`config.mk`:
```
export PLATFORM = sky130hd
export DESIGN_NAME = ccp_ctrl_top
export DESIGN_NICKNAME = d
export VERILOG_FILES = /design/src/design/ccp_pkg.sv /design/src/design/ccp_channel.sv /design/src/design/ccp_ctrl_top.sv /design/src/design/level_sync.sv
export SDC_FILE = /design/constraint.sdc
export NUM_CORES = 2
export LEC_CHECK = 0
export BUFFER_PORTS_ARGS = -buffer_cell sky130_fd_sc_hd__buf_2
export CAP_MARGIN = 5
export CORE_MARGIN = 4
export CORE_UTILIZATION = 53
export CTS_CLUSTER_SIZE = 20
export DETAILED_ROUTE_END_ITERATION = 12
export PLACE_DENSITY = 0.71
export SYNTH_ARGS = -nofsm -noshare
export SYNTH_HDL_FRONTEND = slang
export SYNTH_SLANG_ARGS = --single-unit
```
`constraint.sdc`:
```
create_clock -name core_clk -period 54 [get_ports core_clk]
set_input_delay 8.1 -clock core_clk [delete_from_list [all_inputs] [get_ports core_clk]]
set_output_delay 8.1 -clock core_clk [all_outputs]
set_load 0.02 [all_outputs]
```
`src/design/ccp_pkg.sv`:
```
package ccp_pkg;
  localparam int NUM_CH  = 10;
  localparam int ADDR_W  = 12;
  localparam int GROUP0_LAST = 3;
  localparam int GROUP1_LAST = 6;
  localparam int SPECIAL_CH  = 9;
  localparam int SEL_W   = 2;
  localparam int SEL_ALL_W = 20;

  typedef logic [ADDR_W-1:0] addr_t;

  // register byte addresses
  localparam addr_t CH_CTRL_BASE  = 12'h000;
  localparam addr_t CH_VALUE_BASE = 12'h004;
  localparam addr_t CH_STRIDE     = 12'h010;
  localparam addr_t SEL0_OFFSET   = 12'h100;
  localparam addr_t SEL1_OFFSET   = 12'h104;
  localparam addr_t SEL2_OFFSET   = 12'h108;
  localparam addr_t FLAGS_OFFSET  = 12'h10C;

  // channel_control fields
  localparam int CTRL_MODE_LSB = 0;
  localparam int CTRL_MODE_MSB = 3;
  localparam int CTRL_DUTY_LSB = 4;
  localparam int CTRL_DUTY_MSB = 5;
  localparam int CTRL_W        = 6;
  localparam int SEL2_W        = 4;
  localparam logic [7:0] REG_RESET = 8'h00;

  // channel_mode_select codes
  localparam logic [3:0] MODE_OFF       = 4'h0;
  localparam logic [3:0] MODE_TOGGLE    = 4'h2;
  localparam logic [3:0] MODE_CAP_FALL  = 4'h4;
  localparam logic [3:0] MODE_CAP_RISE  = 4'h5;
  localparam logic [3:0] MODE_CAP_RISE4 = 4'h6;
  localparam logic [3:0] MODE_CAP_RISE16 = 4'h7;
  localparam logic [3:0] MODE_CMP_SET   = 4'h8;
  localparam logic [3:0] MODE_CMP_CLR   = 4'h9;
  localparam logic [3:0] MODE_CMP_SOFT  = 4'hA;
  localparam logic [3:0] MODE_CMP_SPECIAL = 4'hB;
  localparam logic [1:0] MODE_PWM_TOP   = 2'h3;

  // channel_timer_select codes in PWM
  localparam logic [1:0] PWM_SEL_A = 2'h0;
  localparam logic [1:0] PWM_SEL_B = 2'h1;
  localparam logic [1:0] PWM_SEL_C = 2'h2;

  localparam logic [3:0] PRESCALE4_LAST  = 4'h3;
  localparam logic [3:0] PRESCALE16_LAST = 4'hF;

  localparam logic [1:0] RESP_OKAY   = 2'h0;
  localparam logic [1:0] RESP_SLVERR = 2'h2;
endpackage

```
`src/design/ccp_channel.sv`:
```
`timescale 1ns/1ps
module ccp_channel (
  input  wire logic        core_clk,
  input  wire logic        rst,
  input  wire logic        sleep,
  input  wire logic [3:0]  mode,
  input  wire logic [1:0]  duty_low_bits,
  input  wire logic [15:0] value,
  input  wire logic [15:0] cc_timer,
  input  wire logic [7:0]  pwm_timer,
  input  wire logic        pwm_period_match,
  input  wire logic        pin_level,
  output logic             pin_out,
  output logic             pin_oe,
  output logic             cap_strobe,
  output logic [15:0]      cap_value,
  output logic             flag_set,
  output logic             special_trig
);
  typedef struct packed {
    logic        pin;
    logic        oe;
    logic        in_prev;
    logic        eq_prev;
    logic [3:0]  presc;
    logic [9:0]  duty_latch;
    logic        cap;
    logic [15:0] cap_val;
    logic        flag;
    logic        special;
  } chan_state_t;

  chan_state_t s_q;
  chan_state_t s_d;
  logic        rising;
  logic        falling;
  logic        eq_now;
  logic        match;
  logic        is_pwm;
  logic        edge_hit;
  logic [3:0]  presc_last;

  assign is_pwm  = (mode[3:2] == ccp_pkg::MODE_PWM_TOP);
  assign rising  = pin_level & ~s_q.in_prev;
  assign falling = ~pin_level & s_q.in_prev;
  assign eq_now  = (cc_timer == value);
  assign match   = eq_now & ~s_q.eq_prev;

  always_comb begin
    s_d = s_q;
    s_d.cap = 1'b0;
    s_d.flag = 1'b0;
    s_d.special = 1'b0;
    edge_hit = 1'b0;
    presc_last = ccp_pkg::PRESCALE4_LAST;
    if (sleep) begin
      // frozen: pin keeps its level and no state advances
      s_d = s_q;
      s_d.cap = 1'b0;
      s_d.flag = 1'b0;
      s_d.special = 1'b0;
    end else if (mode == ccp_pkg::MODE_OFF) begin
      s_d = '0;
    end else begin
      s_d.in_prev = pin_level;
      s_d.eq_prev = eq_now;
      if (is_pwm) begin
        s_d.oe = 1'b1;
        if (pwm_period_match) begin
          s_d.duty_latch = {value[7:0], duty_low_bits};
          s_d.pin = ({value[7:0], duty_low_bits} != '0);
        end else if ({pwm_timer, 2'b00} >= s_q.duty_latch) begin
          s_d.pin = 1'b0;
        end
      end else begin
        // duty_low_bits not read outside PWM
        unique case (mode)
          ccp_pkg::MODE_CAP_FALL: begin
            s_d.oe = 1'b0;
            edge_hit = falling;
            if (edge_hit) begin
              s_d.cap = 1'b1;
            end
          end
          ccp_pkg::MODE_CAP_RISE: begin
            s_d.oe = 1'b0;
            edge_hit = rising;
            if (edge_hit) begin
              s_d.cap = 1'b1;
            end
          end
          ccp_pkg::MODE_CAP_RISE4, ccp_pkg::MODE_CAP_RISE16: begin
            s_d.oe = 1'b0;
            edge_hit = rising;
            presc_last = (mode == ccp_pkg::MODE_CAP_RISE16) ?
                         ccp_pkg::PRESCALE16_LAST : ccp_pkg::PRESCALE4_LAST;
            if (edge_hit) begin
              if (s_q.presc >= presc_last) begin
                s_d.presc = '0;
                s_d.cap = 1'b1;
              end else begin
                s_d.presc = s_q.presc + 4'h1;
              end
            end
          end
          ccp_pkg::MODE_TOGGLE: begin
            s_d.oe = 1'b1;
            if (match) begin
              s_d.pin = ~s_q.pin;
              s_d.flag = 1'b1;
            end
          end
          ccp_pkg::MODE_CMP_SET: begin
            s_d.oe = 1'b1;
            if (match) begin
              s_d.pin = 1'b1;
              s_d.flag = 1'b1;
            end
          end
          ccp_pkg::MODE_CMP_CLR: begin
            s_d.oe = 1'b1;
            if (match) begin
              s_d.pin = 1'b0;
              s_d.flag = 1'b1;
            end
          end
          ccp_pkg::MODE_CMP_SOFT: begin
            if (match) begin
              s_d.flag = 1'b1;
            end
          end
          ccp_pkg::MODE_CMP_SPECIAL: begin
            if (match) begin
              s_d.special = 1'b1;
            end
          end
          default: begin
            s_d.oe = 1'b0;
          end
        endcase
        if (s_d.cap) begin
          s_d.cap_val = cc_timer;
          s_d.flag = 1'b1;
        end
      end
    end
  end

  always_ff @(posedge core_clk or posedge rst) begin
    if (rst) begin
      s_q <= '0;
    end else begin
      s_q <= s_d;
    end
  end

  assign pin_out      = s_q.pin;
  assign pin_oe       = s_q.oe;
  assign cap_strobe   = s_q.cap;
  assign cap_value    = s_q.cap_val;
  assign flag_set     = s_q.flag;
  assign special_trig = s_q.special;

  a_off_resets: assert property (@(posedge core_clk) disable iff (rst)
    (mode == ccp_pkg::MODE_OFF && !sleep) |=> (!pin_out && !pin_oe && !cap_strobe))
    else $error("channel not held in reset while off");
  a_toggle_match: assert property (@(posedge core_clk) disable iff (rst)
    (mode == ccp_pkg::MODE_TOGGLE && match && !sleep) |=> (pin_out != $past(pin_out)))
    else $error("toggle mode did not invert pin");
  a_set_match: assert property (@(posedge core_clk) disable iff (rst)
    (mode == ccp_pkg::MODE_CMP_SET && match && !sleep) |=> (pin_out && flag_set))
    else $error("set mode did not drive high with flag");
  a_clear_match: assert property (@(posedge core_clk) disable iff (rst)
    (mode == ccp_pkg::MODE_CMP_CLR && match && !sleep) |=> (!pin_out && flag_set))
    else $error("clear mode did not drive low with flag");
  a_soft_match: assert property (@(posedge core_clk) disable iff (rst)
    (mode == ccp_pkg::MODE_CMP_SOFT && match && !sleep) |=> ($stable(pin_out) && flag_set))
    else $error("software compare changed pin or missed flag");
  a_special_match: assert property (@(posedge core_clk) disable iff (rst)
    (mode == ccp_pkg::MODE_CMP_SPECIAL && match && !sleep) |=> special_trig)
    else $error("special event not raised");
  a_sleep_holds: assert property (@(posedge core_clk) disable iff (rst)
    sleep |=> ($stable(pin_out) && $stable(pin_oe) && !cap_strobe && !flag_set))
    else $error("channel changed during sleep");
  a_rise_capture: assert property (@(posedge core_clk) disable iff (rst)
    (mode == ccp_pkg::MODE_CAP_RISE && rising && !sleep) |=>
    (cap_strobe && cap_value == $past(cc_timer)))
    else $error("rising edge not captured");
  a_pwm_duty: assert property (@(posedge core_clk) disable iff (rst)
    (is_pwm && pwm_period_match && !sleep) |=>
    (s_q.duty_latch == {$past(value[7:0]), $past(duty_low_bits)}))
    else $error("pwm duty not built from both fields");
  a_div4_capture: assert property (@(posedge core_clk) disable iff (rst)
    (mode == ccp_pkg::MODE_CAP_RISE4 && rising && !sleep &&
     s_q.presc < ccp_pkg::PRESCALE4_LAST) |=> !cap_strobe)
    else $error("divide-by-four capture fired early");
endmodule // ccp_channel

```
`src/design/ccp_ctrl_top.sv`:
```
// The AXI4-Lite slave port and the placing of the registers were chosen for this implementation.
`timescale 1ns/1ps
module ccp_ctrl_top (
  input  wire logic        core_clk,
  input  wire logic        rst,
  input  wire logic [11:0] s_axi_awaddr,
  input  wire logic        s_axi_awvalid,
  output logic             s_axi_awready,
  input  wire logic [31:0] s_axi_wdata,
  input  wire logic [3:0]  s_axi_wstrb,
  input  wire logic        s_axi_wvalid,
  output logic             s_axi_wready,
  output logic [1:0]       s_axi_bresp,
  output logic             s_axi_bvalid,
  input  wire logic        s_axi_bready,
  input  wire logic [11:0] s_axi_araddr,
  input  wire logic        s_axi_arvalid,
  output logic             s_axi_arready,
  output logic [31:0]      s_axi_rdata,
  output logic [1:0]       s_axi_rresp,
  output logic             s_axi_rvalid,
  input  wire logic        s_axi_rready,
  input  wire logic [15:0] t1_count,
  input  wire logic [15:0] t3_count,
  input  wire logic [15:0] t5_count,
  input  wire logic [7:0]  t2_count,
  input  wire logic [7:0]  t4_count,
  input  wire logic [7:0]  t6_count,
  input  wire logic [7:0]  t8_count,
  input  wire logic [7:0]  t10_count,
  input  wire logic        t2_period_match,
  input  wire logic        t4_period_match,
  input  wire logic        t6_period_match,
  input  wire logic        t8_period_match,
  input  wire logic        t10_period_match,
  input  wire logic [9:0]  ccp_pin_in,
  input  wire logic        sleep,
  input  wire logic        adc_enable,
  output logic [9:0]       ccp_pin_out,
  output logic [9:0]       ccp_pin_oe,
  output logic [9:0]       channel_interrupt_flag,
  output logic             adc_trigger,
  output logic             timer_freeze
);
  localparam int N = ccp_pkg::NUM_CH;

  typedef struct packed {
    logic [N-1:0][ccp_pkg::CTRL_W-1:0] ctrl;
    logic [N-1:0][15:0]                value;
    logic [7:0]                        sel0;
    logic [7:0]                        sel1;
    logic [ccp_pkg::SEL2_W-1:0]        sel2;
    logic [N-1:0]                      flags;
    logic                              adc_start;
    logic                              freeze;
    logic                              awready;
    logic                              aw_full;
    ccp_pkg::addr_t                    aw_addr;
    logic                              wready;
    logic                              w_full;
    logic [31:0]                       w_data;
    logic [3:0]                        w_strb;
    logic                              bvalid;
    logic [1:0]                        bresp;
    logic                              arready;
    logic                              rvalid;
    logic [31:0]                       rdata;
    logic [1:0]                        rresp;
  } top_state_t;

  top_state_t s_q;
  top_state_t s_d;

  logic [N-1:0]           pin_sync;
  logic [N-1:0]           cap_strobe;
  logic [N-1:0][15:0]     cap_value;
  logic [N-1:0]           flag_set;
  logic [N-1:0]           special_trig;
  logic [N-1:0]           pin_out;
  logic [N-1:0]           pin_oe;
  logic [N-1:0][15:0]     cc_timer;
  logic [N-1:0][7:0]      pwm_timer;
  logic [N-1:0]           pwm_match;
  logic [ccp_pkg::SEL_ALL_W-1:0] sel_all;

  level_sync #(
    .WIDTH (N)
  ) u_pin_sync (
    .core_clk (core_clk),
    .rst      (rst),
    .async_in (ccp_pin_in),
    .sync_out (pin_sync)
  );

  // channel i's select sits at bits 2i+1:2i of the joined registers
  assign sel_all = {s_q.sel2, s_q.sel1, s_q.sel0};

  for (genvar i = 0; i < N; i++) begin : g_ch
    localparam int GRP = (i <= ccp_pkg::GROUP0_LAST) ? 0 :
                         (i <= ccp_pkg::GROUP1_LAST) ? 1 : 2;
    logic [1:0] sel;
    logic [15:0] cc_alt;
    logic [7:0]  tb_cnt;
    logic [7:0]  tc_cnt;
    logic        tb_match;
    logic        tc_match;
    assign sel      = sel_all[ccp_pkg::SEL_W*i +: ccp_pkg::SEL_W];
    assign cc_alt   = (GRP == 0) ? t3_count : t5_count;
    assign tb_cnt   = (GRP == 0) ? t4_count : (GRP == 1) ? t6_count : t8_count;
    assign tc_cnt   = (GRP == 0) ? t6_count : (GRP == 1) ? t8_count : t10_count;
    assign tb_match = (GRP == 0) ? t4_period_match :
                      (GRP == 1) ? t6_period_match : t8_period_match;
    assign tc_match = (GRP == 0) ? t6_period_match :
                      (GRP == 1) ? t8_period_match : t10_period_match;
    assign cc_timer[i] = sel[0] ? cc_alt : t1_count;

    always_comb begin
      unique case (sel)
        ccp_pkg::PWM_SEL_A: begin
          pwm_timer[i] = t2_count;
          pwm_match[i] = t2_period_match;
        end
        ccp_pkg::PWM_SEL_B: begin
          pwm_timer[i] = tb_cnt;
          pwm_match[i] = tb_match;
        end
        ccp_pkg::PWM_SEL_C: begin
          pwm_timer[i] = tc_cnt;
          pwm_match[i] = tc_match;
        end
        default: begin
          pwm_timer[i] = '0;
          pwm_match[i] = 1'b0;
        end
      endcase
    end

    ccp_channel u_ch (
      .core_clk         (core_clk),
      .rst              (rst),
      .sleep            (sleep),
      .mode             (s_q.ctrl[i][ccp_pkg::CTRL_MODE_MSB:ccp_pkg::CTRL_MODE_LSB]),
      .duty_low_bits    (s_q.ctrl[i][ccp_pkg::CTRL_DUTY_MSB:ccp_pkg::CTRL_DUTY_LSB]),
      .value            (s_q.value[i]),
      .cc_timer         (cc_timer[i]),
      .pwm_timer        (pwm_timer[i]),
      .pwm_period_match (pwm_match[i]),
      .pin_level        (pin_sync[i]),
      .pin_out          (pin_out[i]),
      .pin_oe           (pin_oe[i]),
      .cap_strobe       (cap_strobe[i]),
      .cap_value        (cap_value[i]),
      .flag_set         (flag_set[i]),
      .special_trig     (special_trig[i])
    );
  end

  always_comb begin
    logic         wr_hit;
    logic         rd_hit;
    logic [N-1:0] clr;
    logic [N-1:0] set;
    wr_hit = 1'b0;
    rd_hit = 1'b0;
    clr = '0;
    set = flag_set;
    s_d = s_q;
    s_d.freeze = sleep;
    s_d.adc_start = (|special_trig) & adc_enable;
    set[ccp_pkg::SPECIAL_CH] = flag_set[ccp_pkg::SPECIAL_CH] | (|special_trig);
    if (s_axi_awvalid && s_q.awready) begin
      s_d.aw_full = 1'b1;
      s_d.aw_addr = s_axi_awaddr;
    end
    if (s_axi_wvalid && s_q.wready) begin
      s_d.w_full = 1'b1;
      s_d.w_data = s_axi_wdata;
      s_d.w_strb = s_axi_wstrb;
    end
    if (s_q.bvalid && s_axi_bready) begin
      s_d.bvalid = 1'b0;
    end
    if (s_q.aw_full && s_q.w_full && !s_q.bvalid) begin
      for (int i = 0; i < N; i++) begin
        if (s_q.aw_addr == ccp_pkg::addr_t'(ccp_pkg::CH_CTRL_BASE + i * ccp_pkg::CH_STRIDE)) begin
          wr_hit = 1'b1;
          if (s_q.w_strb[0]) begin
            s_d.ctrl[i] = s_q.w_data[ccp_pkg::CTRL_W-1:0];
          end
        end
        if (s_q.aw_addr == ccp_pkg::addr_t'(ccp_pkg::CH_VALUE_BASE + i * ccp_pkg::CH_STRIDE)) begin
          wr_hit = 1'b1;
          if (s_q.w_strb[0]) begin
            s_d.value[i][7:0] = s_q.w_data[7:0];
          end
          if (s_q.w_strb[1]) begin
            s_d.value[i][15:8] = s_q.w_data[15:8];
          end
        end
      end
      if (s_q.aw_addr == ccp_pkg::SEL0_OFFSET) begin
        wr_hit = 1'b1;
        if (s_q.w_strb[0]) begin
          s_d.sel0 = s_q.w_data[7:0];
        end
      end
      if (s_q.aw_addr == ccp_pkg::SEL1_OFFSET) begin
        wr_hit = 1'b1;
        if (s_q.w_strb[0]) begin
          s_d.sel1 = s_q.w_data[7:0];
        end
      end
      if (s_q.aw_addr == ccp_pkg::SEL2_OFFSET) begin
        wr_hit = 1'b1;
        if (s_q.w_strb[0]) begin
          s_d.sel2 = s_q.w_data[ccp_pkg::SEL2_W-1:0];
        end
      end
      if (s_q.aw_addr == ccp_pkg::FLAGS_OFFSET) begin
        wr_hit = 1'b1;
        if (s_q.w_strb[0]) begin
          clr[7:0] = s_q.w_data[7:0];
        end
        if (s_q.w_strb[1]) begin
          clr[N-1:8] = s_q.w_data[N-1:8];
        end
      end
      s_d.aw_full = 1'b0;
      s_d.w_full = 1'b0;
      s_d.bvalid = 1'b1;
      s_d.bresp = wr_hit ? ccp_pkg::RESP_OKAY : ccp_pkg::RESP_SLVERR;
    end
    // hardware set wins over a software clear in the same cycle
    s_d.flags = (s_q.flags & ~clr) | set;
    for (int i = 0; i < N; i++) begin
      if (cap_strobe[i]) begin
        s_d.value[i] = cap_value[i];
      end
    end
    if (s_q.rvalid && s_axi_rready) begin
      s_d.rvalid = 1'b0;
    end
    if (s_axi_arvalid && s_q.arready) begin
      s_d.rdata = '0;
      for (int i = 0; i < N; i++) begin
        if (s_axi_araddr == ccp_pkg::addr_t'(ccp_pkg::CH_CTRL_BASE + i * ccp_pkg::CH_STRIDE)) begin
          rd_hit = 1'b1;
          s_d.rdata[ccp_pkg::CTRL_W-1:0] = s_q.ctrl[i];
        end
        if (s_axi_araddr == ccp_pkg::addr_t'(ccp_pkg::CH_VALUE_BASE + i * ccp_pkg::CH_STRIDE)) begin
          rd_hit = 1'b1;
          s_d.rdata[15:0] = s_q.value[i];
        end
      end
      if (s_axi_araddr == ccp_pkg::SEL0_OFFSET) begin
        rd_hit = 1'b1;
        s_d.rdata[7:0] = s_q.sel0;
      end
      if (s_axi_araddr == ccp_pkg::SEL1_OFFSET) begin
        rd_hit = 1'b1;
        s_d.rdata[7:0] = s_q.sel1;
      end
      if (s_axi_araddr == ccp_pkg::SEL2_OFFSET) begin
        rd_hit = 1'b1;
        s_d.rdata[ccp_pkg::SEL2_W-1:0] = s_q.sel2;
      end
      if (s_axi_araddr == ccp_pkg::FLAGS_OFFSET) begin
        rd_hit = 1'b1;
        s_d.rdata[N-1:0] = s_q.flags;
      end
      s_d.rvalid = 1'b1;
      s_d.rresp = rd_hit ? ccp_pkg::RESP_OKAY : ccp_pkg::RESP_SLVERR;
    end
    s_d.awready = !s_d.aw_full;
    s_d.wready = !s_d.w_full;
    s_d.arready = !s_d.rvalid;
  end

  always_ff @(posedge core_clk or posedge rst) begin
    if (rst) begin
      s_q <= '0;
      s_q.awready <= 1'b1;
      s_q.wready <= 1'b1;
      s_q.arready <= 1'b1;
    end else begin
      s_q <= s_d;
    end
  end

  assign s_axi_awready = s_q.awready;
  assign s_axi_wready  = s_q.wready;
  assign s_axi_bvalid  = s_q.bvalid;
  assign s_axi_bresp   = s_q.bresp;
  assign s_axi_arready = s_q.arready;
  assign s_axi_rvalid  = s_q.rvalid;
  assign s_axi_rdata   = s_q.rdata;
  assign s_axi_rresp   = s_q.rresp;
  assign ccp_pin_out   = pin_out;
  assign ccp_pin_oe    = pin_oe;
  assign channel_interrupt_flag = s_q.flags;
  assign adc_trigger   = s_q.adc_start;
  assign timer_freeze  = s_q.freeze;

  a_flag_set_wins: assert property (@(posedge core_clk) disable iff (rst)
    (special_trig != '0) |=> channel_interrupt_flag[ccp_pkg::SPECIAL_CH])
    else $error("special event lost channel ten flag");
endmodule // ccp_ctrl_top

```
`src/design/level_sync.sv`:
```
`timescale 1ns/1ps
module level_sync #(
  parameter int WIDTH = 10
) (
  input  wire logic             core_clk,
  input  wire logic             rst,
  input  wire logic [WIDTH-1:0] async_in,
  output logic      [WIDTH-1:0] sync_out
);
  typedef struct packed {
    logic [WIDTH-1:0] s1;
    logic [WIDTH-1:0] s2;
    logic [WIDTH-1:0] s3;
    logic [WIDTH-1:0] level;
  } sync_state_t;

  sync_state_t s_q;
  sync_state_t s_d;

  // a change is accepted only once the second and third stages agree
  always_comb begin
    s_d = s_q;
    s_d.s1 = async_in;
    s_d.s2 = s_q.s1;
    s_d.s3 = s_q.s2;
    for (int i = 0; i < WIDTH; i++) begin
      if (s_q.s2[i] == s_q.s3[i]) begin
        s_d.level[i] = s_q.s3[i];
      end
    end
  end

  always_ff @(posedge core_clk or posedge rst) begin
    if (rst) begin
      s_q <= '0;
    end else begin
      s_q <= s_d;
    end
  end

  assign sync_out = s_q.level;
endmodule // level_sync

```
==> results.py <==
metrics = {
    "clock_tree": {
        "clk_pin_slew_ps": 60,
        "max-clock-path-buffers": 3,
        "clkSinkCount": 717,
        "ctsHoldBuffers": 0,
        "cts_root_buffer": "clkbuf_16",
        "clkLatencyLatePin_ps": 650,
        "ctsResizeCount": 0,
        "cts_tree": "done",
        "cts_made_buffers": 80,
        "postCtsSetupBuffers": 0,
        "htreeDepth": 3,
    },
    "hold_path": {
        "hp-class": "reg2reg",
    },
    "power_and_ir_drop": {
        "switching_share_pct": 29.8,
        "p_int_mw": 0.967,
        "power_frac_seq_pct": 42.8,
        "clkPwrFrac_pct": 41.7,
        "p_leak_nw": 18.7,
        "peakVddDrop_mv": 0.0476,
        "pwr-share-comb_pct": 15.6,
        "powerDensity_nw_per_um2": 31.1,
        "switching_power_mw": 0.411,
    },
    "die": {
        "core_area_um2": 74900,
        "die_w_um": 284,
        "num_rows": 100,
        "die_area_um2": 80500,
        "start_util_pct": 53.8,
        "ios": 245,
        "die_height_um": 284,
    },
    "timing": {
        "setup_violations": 0,
        "hold_viol_final": 0,
        "relSlewSlack_pct": 10.1,
        "max_freq_mhz": 86.2,
        "fin_skew_ps": 36.3,
        "rsz0062_at_grt": "false",
        "fin_crit_sh_pct": 21.5,
        "finalSetupTns_ps": 0,
        "slew_violations": 0,
        "finalCriticalPeriod_ps": 11600,
        "worst_pin_slew_ps": 1350,
    },
    "critical_path": {
        "arrival_ps": 12140,
        "end_kind": "register",
        "start_kind": "input pin",
        "crit_type": "in2reg",
        "cp.required_ps": 54540,
        "crit_fanout": 38,
    },
    "synth": {
        "ys_types": 78,
        "yosysSeqAreaShare_pct": 44.5,
        "syn-cell-area_um2": 40300,
        "avgSynthCellArea_um2": 9.12,
        "ys_ff_latch": 717,
        "synth_cells": 4418,
        "yosys_warnings": 0,
        "synthArstFlopShare_pct": 100,
        "synth_flop_cell": "dfrtp_1",
        "synth_edf_count": 0,
    },
    "finish": {
        "nNetsFinal": 4710,
        "area_delta_synth_final_pct": 9.84,
        "mostFrequentLayoutCells": "714 x dfrtp_1, 578 x nand2_1, 574 x o21ai_0, 285 x nor2_1, 270 x a21oi_1",
        "drive_gt1_share_pct": 12.2,
        "final_common_cell": "dfrtp_1",
        "design_area_um2": 44300,
    },
    "routing": {
        "dr.max_layer_used": "met5",
        "wl_met3_mm": 15.7,
        "wire_per_inst_um": 26.0,
        "dr.pass1.iters": 9,
        "vias": 35200,
        "wl_met2_mm": 60.1,
        "wl_met1_mm": 58.1,
        "viasPerCell": 6.44,
        "drt_wl_total_mm": 142,
        "first_iter_violations": 4209,
        "drcViolationCount": 0,
        "final_antenna_net_count": 0,
    },
    "job": {
        "cap_violations": 0,
    },
    "run_status": {
        "outcome": "complete, no violations",
    },
    "global_routing": {
        "grt_max_degree": 158,
        "grt_antenna_before_repair": 13,
        "grt_pass1_wl_mm": 210,
        "grt_pass1_vias": 33300,
        "grt-ovfl-total": 0,
        "grt_use_total_pct": 34.3,
    },
    "place": {
        "portBuffers": 208,
        "hpwl_mm": 106,
        "globalplace.congestion": 1.01,
        "placed_cell_area_um2": 41500,
    },
}
[registers in the layout, summed over array words and instances (netlist names), 10 cells and up]
signal,cells
g_ch.u_ch.flag_set,10
channel_interrupt_flag,10
u_pin_sync.sync_out,10
g_ch.u_ch.cap_strobe,10
g_ch.u_ch.pin_out,10
g_ch.u_ch.pin_oe,10
g_ch.u_ch.s_q,160
g_ch.u_ch.special_trig,10
s_q,252
g_ch.sel,20
s_axi_rdata,16
g_ch.u_ch.cap_value,160
u_pin_sync.s_q,10
u_pin_sync.s_d,20
[kinds of logic after synthesis]
logic type | after synthesis | synth area share, %
xor gates and xnor gates | 169 | 3.67
buffers and inverters | 492 | 5.31
adders and majority gates | 120 | 3.66
and+or+nand+nor | 1325 | 15.1
other | 1 | 0.00930
DFF | 717 | 44.5
AOI/OAI and AO/OA | 1209 | 17.8
muxes | 385 | 9.95
[routing by layer]
metal  vias up  global-route usage [%]
met2      1934                    51.1
met4         8                    15.9
li1      15700                       -
met3       444                    8.65
met5         -                       0
met1     17200                    47.4
[worst max-delay path, cell delays in order]
cell and delay [ps]:
buf_2 600, nor4b_1 1090, a22oi_1 330, o22a_1 310, a221oi_1 330, o21ai_1 190
a2111oi_0 740, o221ai_1 230, a22oi_1 190
[path summary, 6_finish.rpt]
kind / slack [ps] / startpoint / end / cells past startpoint
min in group asynchronous: 7540 / rst / g_ch[0].u_ch.cap_value[11] / 2
worst min register to register: 350 / u_pin_sync.s_d[28] / u_pin_sync.s_d[18] / 0
worst max register to register: 50000 / g_ch[5].sel[0] / g_ch[5].u_ch.pin_out / 8
worst min-delay path: 350 / u_pin_sync.s_d[28] / u_pin_sync.s_d[18] / 0
worst max-delay path: 42400 / s_axi_araddr[4] / s_axi_rdata[2] / 9
max in group asynchronous: 44100 / rst / g_ch[7].u_ch.s_q[26] / 4
[Yosys cell counts (all sizes together), types with 74 or more instances]
cell type,number,area [µm²]
dfrtp,714,17900
ha,110,1380
nand3,95,475
nor2,285,1070
mux2,124,1400
a22o,74,648
mux2i,261,2610
clkbuf,232,871
nor4,89,563
o21ai,580,2900
buf,121,746
nand2,578,2170
xnor2,161,1410
inv,139,522
a21oi,270,1350
[cell type report]
| class | instances | area, µm² |
|---|---|---|
| antenna | 14 | 35.0 |
| clock buffer | 114 | 2320 |
| clock inverter | 30 | 444 |
| fill | 6496 | 30700 |
| inverter | 139 | 529 |
| multi-input combinational | 3226 | 20300 |
| sequential | 717 | 17900 |
| tap | 969 | 1210 |
| timing repair buffer | 264 | 1480 |
[through the flow]
step	instances	power (mW)	util [%]	hold slack, ps	worst slack [ps]
final	5473	1.38	59.1	346	42400
after global routing	5461	1.43	59.0	347	42400
after CTS	5458	1.38	59.0	347	42760
after floorplan	4435	0.717	-	331	25790
after detailed placement	5314	0.805	55.3	337	42110
after global placement	5314	0.801	55.3	333	42100
[power by group through the flow]
stage                     sequential (mW)  combinational [mW]  clock (mW)
after global placement              0.596               0.204           0
after floorplan                     0.585               0.132           0
final                               0.590               0.215       0.574
after CTS                           0.588               0.210       0.579
after detailed placement            0.597               0.208           0
after global routing                0.590               0.232       0.603
(Power assumes the default switching activity.)
